===== src/toc_pkg.sv =====
// Package: register map, field layout, reset values and modes of the timer/capture block
package toc_pkg;
    localparam logic [7:0] ADDR_TIMER_CONTROL = 8'h00;
    localparam logic [7:0] ADDR_CAPTURE_CONTROL = 8'h04;
    localparam logic [7:0] ADDR_CAPTURE_RESULT = 8'h08;
    localparam logic [7:0] ADDR_TIMER_COUNT = 8'h0C;
    localparam logic [7:0] ADDR_FLAG = 8'h10;
    localparam logic [7:0] ADDR_ENABLE = 8'h14;
    localparam logic [7:0] ADDR_PORT_DATA = 8'h18;
    localparam logic [7:0] ADDR_PORT_DIR = 8'h1C;
    localparam logic [7:0] ADDR_PIN_SOURCE = 8'h20;
    // Timer control bit positions
    localparam int TC_RUN = 0;
    localparam int TC_CLK_SEL = 1;
    localparam int TC_OSC_EN = 3;
    // Flag and enable bit position
    localparam int CAPTURE_FLAG_BIT = 2;
    // Pin source register bit positions
    localparam int PS_FW_CLK = 0;
    localparam int PS_SELECT = 2;
    // Port bit positions
    localparam int PIN_CLK = 1;
    localparam int PIN_XTAL = 2;
    localparam int PIN_CAP = 3;
    // Reset values
    localparam logic [7:0] TIMER_CONTROL_RESET = 8'h00;
    localparam logic [3:0] CAPTURE_MODE_RESET = 4'h0;
    localparam logic [3:0] PORT_DIR_RESET = 4'hF;
    // Capture mode field codes
    localparam logic [3:0] CAP_FALL = 4'h4;
    localparam logic [3:0] CAP_RISE = 4'h5;
    localparam logic [3:0] CAP_RISE4 = 4'h6;
    localparam logic [3:0] CAP_RISE16 = 4'h7;
    localparam logic [3:0] PRESCALE_4_LAST = 4'h3;
    localparam logic [3:0] PRESCALE_16_LAST = 4'hF;
    localparam int SYNC_STAGES = 2;
    typedef enum logic [1:0] {
        TOC_SRC_OFF,
        TOC_SRC_INTERNAL,
        TOC_SRC_PIN,
        TOC_SRC_CRYSTAL
    } toc_src_t;
endpackage


===== src/toc_cap_if.sv =====
// Interface: capture request and result between the capture unit and the main block
`timescale 1ns/1ps
interface toc_cap_if;
    logic [3:0] mode;
    logic level;
    logic [15:0] count;
    logic [15:0] result;
    logic event_pulse;
    modport unit (input mode, input level, input count, output result, output event_pulse);
    modport core (output mode, output level, output count, input result, input event_pulse);
endinterface


===== src/toc_sync.sv =====
// Two-stage synchroniser for a group of pin inputs
`timescale 1ns/1ps
module toc_sync #(
    parameter int WIDTH = 4
) (
    input wire logic pclk,
    input wire logic presetn,
    input wire logic [WIDTH-1:0] async_in,
    output logic [WIDTH-1:0] sync_out
);
    logic [WIDTH-1:0] stage_one;

    if (WIDTH < 1) begin : g_width_check
        $error("toc_sync width must be at least 1");
    end

    // First stage feeds only the second
    always_ff @(posedge pclk or negedge presetn) begin
        if (!presetn) begin
            stage_one <= '0;
            sync_out <= '0;
        end else begin
            stage_one <= async_in;
            sync_out <= stage_one;
        end
    end
endmodule


===== src/toc_capture.sv =====
// Capture unit: edge detection, event prescaler and result latch
`timescale 1ns/1ps
module toc_capture (
    input wire logic pclk,
    input wire logic presetn,
    toc_cap_if.unit cap
);
    logic level_d;
    logic [3:0] prescale;
    logic rise;
    logic fall;
    logic in_capture;
    logic fire;

    assign in_capture = (cap.mode == toc_pkg::CAP_FALL) || (cap.mode == toc_pkg::CAP_RISE)
        || (cap.mode == toc_pkg::CAP_RISE4) || (cap.mode == toc_pkg::CAP_RISE16);
    assign rise = cap.level && !level_d;
    assign fall = !cap.level && level_d;

    always_comb begin
        fire = 1'b0;
        unique case (cap.mode)
            toc_pkg::CAP_FALL: fire = fall;
            toc_pkg::CAP_RISE: fire = rise;
            toc_pkg::CAP_RISE4: fire = rise && (prescale[1:0] == toc_pkg::PRESCALE_4_LAST[1:0]);
            toc_pkg::CAP_RISE16: fire = rise && (prescale == toc_pkg::PRESCALE_16_LAST);
            default: fire = 1'b0;
        endcase
    end

    always_ff @(posedge pclk or negedge presetn) begin
        if (!presetn) begin
            level_d <= 1'b0;
        end else begin
            level_d <= cap.level;
        end
    end

    always_ff @(posedge pclk or negedge presetn) begin
        if (!presetn) begin
            prescale <= '0;
        end else if (!in_capture) begin
            prescale <= '0;
        end else if (rise) begin
            prescale <= prescale + 4'h1;
        end
    end

    always_ff @(posedge pclk or negedge presetn) begin
        if (!presetn) begin
            cap.result <= 16'h0000;
        end else if (fire) begin
            cap.result <= cap.count;
        end
    end

    assign cap.event_pulse = fire;
endmodule


===== src/toc_top.sv =====
// Timer one clock-source selector, shared-pin control and capture unit with APB registers
//
// Chosen here: the address map and register access over APB.
`timescale 1ns/1ps
// Operation
// - Control pattern off stops timer; shared pins plain I/O
// - Timer mode counts every instruction clock
// - Pin-source counter mode counts external pin clock; status shows pin level
// - Firmware clock bit drives clock pin and makes timer clock
// - External counter: clock port bit reads 0 input, latch output, writes latch only
// - Crystal mode: two pins form oscillator; firmware bit reads 0, unwritable
// - Crystal mode: both bits read 0/latch; pins driven from latch after leaving
// - Run bit starts or stops timer in every source mode
// - Capture copies full 16-bit timer into result pair
// - Mode field picks falling, rising, every fourth or sixteenth rising edge
// - Each capture sets flag bit 2; software clears it
// - New capture overwrites unread result
// - Capture pin as output: data write can trigger capture
// - Mode change may set flag falsely; software masks then clears
// - Prescaler clears when off, non-capture mode or reset
// - Direct prescale switch keeps count and may raise flag
module toc_top (
    input wire logic pclk,
    input wire logic presetn,
    input wire logic psel,
    input wire logic penable,
    input wire logic pwrite,
    input wire logic [7:0] paddr,
    input wire logic [31:0] pwdata,
    input wire logic [3:0] pstrb,
    output logic [31:0] prdata,
    output logic pready,
    output logic pslverr,
    input wire logic [3:1] port_b_pins_in,
    output logic [3:1] port_b_pins_out,
    output logic [3:1] port_b_pins_oe,
    input wire logic crystal_clock,
    output logic crystal_osc_active,
    output logic capture_irq
);
    logic [7:0] timer_one_control;
    logic [3:0] capture_mode_field;
    logic [15:0] timer_one_count;
    logic capture_irq_flag;
    logic capture_irq_enable;
    logic [3:1] port_latch;
    logic [3:1] port_dir;
    logic pin_source_select;
    logic firmware_clock_bit;
    logic [4:1] pins_sync;
    logic [4:1] pins_async;
    logic clk_level_d;
    logic tick;
    logic tick_src;
    logic wr;
    logic rd;
    logic known;
    logic ext_mode;
    logic xtal_mode;
    logic [3:1] pin_read;
    logic [31:0] next_rdata;
    toc_pkg::toc_src_t src;
    toc_cap_if cap ();

    assign wr = psel && penable && pwrite;
    // Read data fetched in setup so it stands at the access edge
    assign rd = psel && !penable && !pwrite;
    assign pready = 1'b1;
    assign pslverr = psel && penable && !known;

    always_comb begin
        if (!timer_one_control[toc_pkg::TC_CLK_SEL]) begin
            src = timer_one_control[toc_pkg::TC_RUN] ? toc_pkg::TOC_SRC_INTERNAL
                : toc_pkg::TOC_SRC_OFF;
        end else if (timer_one_control[toc_pkg::TC_OSC_EN]) begin
            src = toc_pkg::TOC_SRC_CRYSTAL;
        end else begin
            src = toc_pkg::TOC_SRC_PIN;
        end
    end
    assign ext_mode = timer_one_control[toc_pkg::TC_CLK_SEL];
    assign xtal_mode = ext_mode && timer_one_control[toc_pkg::TC_OSC_EN];
    assign crystal_osc_active = xtal_mode;

    // Pins and crystal clock are foreign to pclk: two flops first
    assign pins_async = {crystal_clock, port_b_pins_in};
    toc_sync #(.WIDTH(4)) u_sync (
        .pclk(pclk),
        .presetn(presetn),
        .async_in(pins_async),
        .sync_out(pins_sync)
    );

    always_comb begin
        unique case (src)
            toc_pkg::TOC_SRC_PIN: tick_src = pin_source_select ? pins_sync[1] : firmware_clock_bit;
            toc_pkg::TOC_SRC_CRYSTAL: tick_src = pins_sync[4];
            default: tick_src = 1'b0;
        endcase
    end

    always_ff @(posedge pclk or negedge presetn) begin
        if (!presetn) begin
            clk_level_d <= 1'b0;
        end else begin
            clk_level_d <= tick_src;
        end
    end

    // run bit gates all sources
    // Outside sources count synced rising edges; very fast pins lose counts
    always_comb begin
        tick = 1'b0;
        if (timer_one_control[toc_pkg::TC_RUN]) begin
            unique case (src)
                toc_pkg::TOC_SRC_INTERNAL: tick = 1'b1;
                toc_pkg::TOC_SRC_PIN: tick = tick_src && !clk_level_d;
                toc_pkg::TOC_SRC_CRYSTAL: tick = tick_src && !clk_level_d;
                default: tick = 1'b0;
            endcase
        end
    end

    always_ff @(posedge pclk or negedge presetn) begin
        if (!presetn) begin
            timer_one_count <= 16'h0000;
        end else if (wr && paddr == toc_pkg::ADDR_TIMER_COUNT) begin
            timer_one_count <= pwdata[15:0];
        end else if (tick) begin
            timer_one_count <= timer_one_count + 16'h0001;
        end
    end

    always_ff @(posedge pclk or negedge presetn) begin
        if (!presetn) begin
            timer_one_control <= toc_pkg::TIMER_CONTROL_RESET;
        end else if (wr && paddr == toc_pkg::ADDR_TIMER_CONTROL) begin
            timer_one_control <= pwdata[7:0];
        end
    end

    // writing the off code here also clears the prescaler
    always_ff @(posedge pclk or negedge presetn) begin
        if (!presetn) begin
            capture_mode_field <= toc_pkg::CAPTURE_MODE_RESET;
        end else if (wr && paddr == toc_pkg::ADDR_CAPTURE_CONTROL) begin
            capture_mode_field <= pwdata[3:0];
        end
    end

    // enable lets software mask false flags
    always_ff @(posedge pclk or negedge presetn) begin
        if (!presetn) begin
            capture_irq_enable <= 1'b0;
        end else if (wr && paddr == toc_pkg::ADDR_ENABLE) begin
            capture_irq_enable <= pwdata[toc_pkg::CAPTURE_FLAG_BIT];
        end
    end

    // Direction 1 is input, so pins float safely after reset
    always_ff @(posedge pclk or negedge presetn) begin
        if (!presetn) begin
            port_dir <= toc_pkg::PORT_DIR_RESET[3:1];
        end else if (wr && paddr == toc_pkg::ADDR_PORT_DIR) begin
            port_dir <= pwdata[3:1];
        end
    end

    always_ff @(posedge pclk or negedge presetn) begin
        if (!presetn) begin
            pin_source_select <= 1'b0;
        end else if (wr && paddr == toc_pkg::ADDR_PIN_SOURCE) begin
            pin_source_select <= pwdata[toc_pkg::PS_SELECT];
        end
    end

    // latch write may toggle the capture pin
    always_ff @(posedge pclk or negedge presetn) begin
        if (!presetn) begin
            port_latch <= 3'h0;
        end else if (wr && paddr == toc_pkg::ADDR_PORT_DATA) begin
            port_latch <= pwdata[3:1];
        end
    end

    // firmware bit unwritable in crystal mode
    always_ff @(posedge pclk or negedge presetn) begin
        if (!presetn) begin
            firmware_clock_bit <= 1'b0;
        end else if (wr && paddr == toc_pkg::ADDR_PIN_SOURCE && !xtal_mode) begin
            firmware_clock_bit <= pwdata[toc_pkg::PS_FW_CLK];
        end
    end

    always_ff @(posedge pclk or negedge presetn) begin
        if (!presetn) begin
            capture_irq_flag <= 1'b0;
        end else if (cap.event_pulse) begin
            capture_irq_flag <= 1'b1;
        end else if (wr && paddr == toc_pkg::ADDR_FLAG) begin
            capture_irq_flag <= pwdata[toc_pkg::CAPTURE_FLAG_BIT];
        end
    end
    assign capture_irq = capture_irq_flag && capture_irq_enable;

    // pins driven from latch once modes clear
    always_comb begin
        port_b_pins_oe = ~port_dir;
        port_b_pins_out = port_latch;
        if (ext_mode) begin
            port_b_pins_oe[toc_pkg::PIN_CLK] = !pin_source_select && !xtal_mode;
            port_b_pins_out[toc_pkg::PIN_CLK] = firmware_clock_bit;
        end
        if (xtal_mode) begin
            port_b_pins_oe[toc_pkg::PIN_XTAL] = 1'b0;
        end
    end

    // clock port bit reads 0 or latch
    always_comb begin
        pin_read = pins_sync[3:1];
        if (ext_mode) begin
            pin_read[toc_pkg::PIN_CLK] = port_dir[toc_pkg::PIN_CLK] ? 1'b0
                : port_latch[toc_pkg::PIN_CLK];
        end
        if (xtal_mode) begin
            pin_read[toc_pkg::PIN_XTAL] = port_dir[toc_pkg::PIN_XTAL] ? 1'b0
                : port_latch[toc_pkg::PIN_XTAL];
        end
    end

    // capture pin from synchroniser; output latch loops back
    assign cap.level = port_dir[toc_pkg::PIN_CAP] ? pins_sync[3] : port_latch[toc_pkg::PIN_CAP];
    assign cap.mode = capture_mode_field;
    assign cap.count = timer_one_count;
    toc_capture u_capture (
        .pclk(pclk),
        .presetn(presetn),
        .cap(cap)
    );

    always_comb begin
        known = 1'b1;
        next_rdata = 32'h0000_0000;
        unique case (paddr)
            toc_pkg::ADDR_TIMER_CONTROL: next_rdata[7:0] = timer_one_control;
            toc_pkg::ADDR_CAPTURE_CONTROL: next_rdata[3:0] = capture_mode_field;
            toc_pkg::ADDR_CAPTURE_RESULT: next_rdata[15:0] = cap.result;
            toc_pkg::ADDR_TIMER_COUNT: next_rdata[15:0] = timer_one_count;
            toc_pkg::ADDR_FLAG: next_rdata[toc_pkg::CAPTURE_FLAG_BIT] = capture_irq_flag;
            toc_pkg::ADDR_ENABLE: next_rdata[toc_pkg::CAPTURE_FLAG_BIT] = capture_irq_enable;
            toc_pkg::ADDR_PORT_DATA: next_rdata[3:1] = pin_read;
            toc_pkg::ADDR_PORT_DIR: next_rdata[3:1] = port_dir;
            // status shows clock pin; reads 0 in crystal mode
            toc_pkg::ADDR_PIN_SOURCE: begin
                next_rdata[toc_pkg::PS_SELECT] = pin_source_select;
                next_rdata[toc_pkg::PS_FW_CLK] = xtal_mode ? 1'b0
                    : (pin_source_select ? pins_sync[1] : firmware_clock_bit);
            end
            default: known = 1'b0;
        endcase
    end

    // Read data registered so the bus sees a flop output
    always_ff @(posedge pclk or negedge presetn) begin
        if (!presetn) begin
            prdata <= 32'h0000_0000;
        end else if (rd) begin
            prdata <= next_rdata;
        end
    end
endmodule


===== config.mk =====
export PLATFORM = sky130hd
export DESIGN_NAME = toc_top
export DESIGN_NICKNAME = d
export VERILOG_FILES = /design/src/toc_pkg.sv /design/src/toc_cap_if.sv /design/src/toc_sync.sv /design/src/toc_capture.sv /design/src/toc_top.sv
export SDC_FILE = /design/constraint.sdc
export NUM_CORES = 1
export LEC_CHECK = 0
export BUFFER_PORTS_ARGS = -buffer_cell sky130_fd_sc_hd__buf_4
export CORE_MARGIN = 4
export CORE_UTILIZATION = 54
export DETAILED_ROUTE_END_ITERATION = 12
export GPL_ROUTABILITY_DRIVEN = 1
export PLACE_DENSITY = 0.78
export SYNTH_ARGS = -nofsm -noshare
export SYNTH_HDL_FRONTEND = slang
export SYNTH_HIERARCHICAL = 1
export SYNTH_SLANG_ARGS = --single-unit

===== constraint.sdc =====
create_clock -name pclk -period 2.3 [get_ports pclk]
set_input_delay 0.345 -clock pclk [delete_from_list [all_inputs] [get_ports pclk]]
set_output_delay 0.345 -clock pclk [all_outputs]
set_load 0.01 [all_outputs]

* Word level (Yosys, flattened, before mapping) *
Index checks and enable logic that the tools add are counted.

operators by class
  $add $sub $neg = 2
  equal/unequal tests = 18
  bitwise logic cells = 1
  muxes and demuxes = 30
  reduce and logical (&&, ||, !) cells = 38

operator list
  operator                                             count
  equality test 8 x 5 -> 1 bit, second input constant  4
  2-to-1 mux 16 bit                                    2
  logical AND 1 bit                                    22
  adder 16 x 1 -> 16 bit, second input constant        1
  equality test 4 x 3 -> 1 bit, second input constant  4
  equality test 8 x 4 -> 1 bit, second input constant  2
  2-to-1 mux 1 bit                                     16
  one-hot mux 8 bit (2 select lines)                   1
  one-hot mux 1 bit (6 select lines)                   2
  one-hot mux 4 bit (3 select lines)                   1
  one-hot mux 1 bit (9 select lines)                   1
  OR reduction 9 bit                                   1
  equality test 8 x 3 -> 1 bit, second input constant  1
  equality test 8 x 6 -> 1 bit, second input constant  1
  zero test 1 bit                                      8
  zero test 8 bit                                      1
  2-to-1 mux 4 bit                                     2
  equality test 2 bit, second input constant           3
  one-hot mux 1 bit (5 select lines)                   1
  adder 4 x 1 -> 4 bit, second input constant          1
  equality test 4 bit, second input constant           1
  one-hot mux 1 bit (2 select lines)                   2
  one-hot mux 1 bit (4 select lines)                   1
  nonzero test 2 bit                                   2
  6 further kinds                                      8

word-level totals
  flip-flop bits (word level) = 84
  output and inout port bits = 42
  bits of input ports = 53
  word-level logic and storage cells = 105

* Depth between registers and ports, before layout *
  word-level depth = 9
  gate-level depth with buffers = 8
  depth with buffers taken out = 6

* Modules after synthesis *
The synthesis kept the hierarchy.

by module, submodules not included
  module       sequential area each (um^2)  area each (um^2)  times used  cells an instance
  toc_top      1380.1                       3165.5            1           328
  toc_capture  525.5                        912.1             1           58
  toc_sync     200.2                        200.2             1           8

* Worst setup path before layout *
OpenSTA, ideal clock, no wires.

  path kind = reg-to-reg
  from = register port_dir[3] in the netlist's numbering
  to = register u_capture.cap.result[0]
  cell stages (with the launch flop) = 8
  library setup time = 0.125 ns
  required time = 2.175 ns
  arrival = 1.948 ns
  path slack = 0.227 ns
  path buffers = 2
  cells stage by stage = dfstp_2 -> mux2_2 -> nor3b_1 -> a21oi_1 -> o31a_2 -> buf_6 -> buf_12 -> mux2_4

on the way
  cells in the longest elaborated chain, start to end = 4
  elaborated cells between the ends (all ways) = 7

ends and longest elaborated chain
  element                                                      line                                                     RTL
  from (decl)                                                  toc_top.sv:47                                            logic [3:1] port_dir;
  from (signal assigned)                                       toc_top.sv:163                                           port_dir <= toc_pkg::PORT_DIR_RESET[3:1];
  from (signal assigned)                                       toc_top.sv:165                                           port_dir <= pwdata[3:1];
  2-to-1 mux 1 bit (*)                                         toc_top.sv:233                                           assign cap.level = port_dir[toc_pkg::PIN_CAP] ? pins_sync[3] : port_latch[toc_pkg::PIN_CAP];
  named net cap.level                                          toc_cap_if.sv:5                                          logic level;
  logical AND 1 bit / zero test 1 bit (equally long branches)  toc_capture.sv:17, toc_capture.sv:18
  logical AND 1 bit, on equally long branches                  toc_capture.sv:26, toc_capture.sv:18, toc_capture.sv:25
  one-hot mux 1 bit (4 select lines) (*)                       toc_capture.sv:22                                        unique case (cap.mode)
  to (signal assigned)                                         toc_capture.sv:53                                        cap.result <= cap.count;
  to (decl)                                                    toc_cap_if.sv:9                                          modport unit (input mode, input level, input count, output result, output event_pulse);

The timed path passes the listed nets; every way through them passes the cells marked *.
A chain may end at the register's enable or synchronous reset.

* Final worst setup path *
  from = register port_dir[3] in the netlist's numbering
  to = register u_capture.cap.result[12]

Same word-level chain as after synthesis.

==> impl_metrics.env <==
export IMPL_grt_max_degree=45
export IMPL_die_area_um2=9410
export IMPL_die_h_um=97.0
export IMPL_die_w_um=97.0
export IMPL_rsz0062_at_grt="false"
export IMPL_syn2layout_area_growth_pct=15.6
export IMPL_fillers=634
export IMPL_syn_avg_cell_area_um2=10.9
export IMPL_worst_setup_path_type="flop to flop"
export IMPL_skew_ps=9.17
export IMPL_drt_initial_drc_count=195
export IMPL_final_nets=507
export IMPL_regToRegSetupSlack_ps=140
export IMPL_clock_sinks=84
export IMPL_vias_per_cell=5.73
export IMPL_start_kind="flop"
export IMPL_grt_pass1_wl_um=16000
export IMPL_rows=32
export IMPL_cts_resized=0
export IMPL_worst_pin_slew_ps=588
export IMPL_antenna_cells=0
export IMPL_cp_end_kind="flop"
export IMPL_synthCells=394
export IMPL_drt_total_wl_um=9640
export IMPL_finalSetupViolCount=0
export IMPL_cts_tree="built"
export IMPL_drv_cap=0
export IMPL_p_leak_nw=2.31
export IMPL_routedWlPerCell_um=17.3
export IMPL_power_density_nw_per_um2=677
export IMPL_setup_tns_ps=0
export IMPL_grt_met1_usage_pct=27.9
export IMPL_ys_top_cells_by_count="81 x dfrtp_1, 46 x nor2_1, 34 x a21oi_1, 21 x buf_4"
export IMPL_yosys_warnings=6
export IMPL_synth_enable_flop_cells=0
export IMPL_place_area_um2=4740
export IMPL_hold_violations=0
export IMPL_final_layout_size_suffix_gt1_share_pct=27.6
export IMPL_dominantRegCellSynth="dfrtp_1"
export IMPL_synth_top_area_cell="dfrtp_1"
export IMPL_synth_area_um2=4280
export IMPL_coreArea_um2=7730
export IMPL_busiest_layer="met2"
export IMPL_clkTransAtPathRegs_ps=90
export IMPL_cts_max_path_buffers=2
export IMPL_grt_util_met2_pct=32.8
export IMPL_period_needed_ps=2160
export IMPL_cp_required_ps=2550
export IMPL_root_buffer="clkbuf_8"
export IMPL_synth_most_common_cell="dfrtp_1"
export IMPL_grt_util_met3_pct=5.26
export IMPL_max_slew_margin_rel_pct=60.6
export IMPL_cp_max_fo=17
export IMPL_vias=3196
export IMPL_irDropWorstVdd_mv=0.381
export IMPL_place_ws_ps=198
export IMPL_grt_overflow_total=0
export IMPL_drc=0
export IMPL_grt_pass1_vias=3240
export IMPL_htreeDepth=3
export IMPL_hpwl_um=6850
export IMPL_io_pins=95
export IMPL_grt_use_total_pct=21.3
export IMPL_synth_cell_types=55
export IMPL_antenna_found_initial=0
export IMPL_first_pass_iters=5
export IMPL_synthTopCellsByArea="dfrtp_1 47%, mux2_2 5.0%, nor2_1 4.0%"
export IMPL_async_reset_ff_share_pct=100
export IMPL_gp_congestion=0.911
export IMPL_synth_top_area_share_pct=47.4
export IMPL_start_util_pct=55.4
export IMPL_hold_path_class="input pin to flop"
export IMPL_clock_latency_ps=360
export IMPL_finalMaxSlewViolations=0
export IMPL_cts_post_setup_buffers_inserted=0
export IMPL_arrival_ps=2410
export IMPL_ys_ff_latch=84
export IMPL_yosysSeqAreaShare_pct=49.2
export IMPL_fin_ws_ps=140
export IMPL_final_area_um2=4950
export IMPL_drtAntennaViolNets=0
export IMPL_cts_buffers=9
export IMPL_post_route_period_util_pct=93.9
export IMPL_portBuffers=57
export IMPL_outcome="finished clean"
export IMPL_timing_fmax_ghz=0.463
kinds of logic after synthesis:
group	synth area share, %
and+or+nand+nor	14.9
muxes	15.0
DFF	49.2
adders and majority gates	0.585
AOI/OAI and AO/OA	9.83
xor gates and xnor gates	3.48
buffers and inverters	6.81
other	0.176
where the power goes:
part | total [mW] | internal (mW) | switching (mW)
Combinational | 0.543 | 0.256 | 0.288
Clock | 1.07 | 0.529 | 0.539
Sequential | 1.74 | 1.60 | 0.142
Total | 3.35 | 2.38 | 0.968
cell type report:
class / count / area (µm²) / share of cell area, %
Tap cell: 102 / 128 / 2.58
Sequential cell: 84 / 2110 / 42.6
Clock inverter: 5 / 62.6 / 1.26
Clock buffer: 10 / 138 / 2.78
Timing Repair Buffer: 68 / 538 / 10.9
Inverter: 9 / 33.8 / 0.683
Multi-Input combinational cell: 280 / 1940 / 39.3
what timing repair did:
item	4_1_cts	5_1_grt
hold buffers	1	0
setup endpoints to repair	0	0
hold endpoints to repair	36	0
sequential cells by signal, indices dropped and copies added, names as in the netlist, 3 cells and up:
signal / cells
cap.count: 16
cap.mode: 4
port_dir: 3
port_latch: 3
prdata: 16
timer_one_control: 8
u_capture/cap.result: 16
u_capture/prescale: 4
u_sync/stage_one: 4
u_sync/sync_out: 4
path summary, 6_finish.rpt:
| check | startpoint | endpoint | depth (start not counted) |
|---|---|---|---|
| worst max-delay path | port_dir[3] | u_capture/cap.result[12] | 6 |
| worst min-delay path | port_b_pins_in[3] | u_sync/stage_one[2] | 1 |
| worst max register to register | port_dir[3] | u_capture/cap.result[12] | 6 |
| worst min register to register | u_sync/stage_one[0] | u_sync/sync_out[0] | 0 |
| max in group asynchronous | presetn | u_capture/cap.result[11] | 3 |
| min in group asynchronous | presetn | port_latch[1] | 2 |
per-stage QoR:
| stage | power [mW] | instances | utilization (%) | hold WS [ps] |
|---|---|---|---|---|
| after floorplan | 2.09 | 409 | - | 49.4 |
| after global placement | 2.28 | 542 | 61.3 | 332 |
| after detailed placement | 2.30 | 542 | 61.3 | 338 |
| after CTS | 3.37 | 558 | 64.0 | 71.4 |
| after global routing | 3.53 | 558 | 64.0 | 63.2 |
| final | 3.35 | 558 | 64.0 | 82.4 |
layer usage:
layer  wire, µm  share of wire, %
met5          0                 0
met4        321               3.3
met3        753               7.8
met2       4500                47
met1       4070                42
critical path, stage by stage, from the launching register on:
cell,delay (ps)
dfstp_2,560
mux2_2,210
nor2b_1,340
a21oi_1,130
o31a_2,320
buf_12,170
mux2_4,300
cell usage in the layout (no fill, tap or decap), types with 7 or more instances in the layout:
cell type	netlist	layout
mux2i_1	10	10
clkbuf_8	0	10
a21oi_1	34	34
buf_4	21	65
o21ai_0	7	7
nor2_1	46	46
conb_1	2	17
inv_1	9	9
mux2_1	13	13
nand2_1	19	19
mux2_2	19	19
nand3_1	15	15
a22oi_1	9	9
dfrtp_1	81	81
nand4_1	9	9
xor2_1	15	15
mux2_4	9	9
Power figures use the tool's default switching activity.
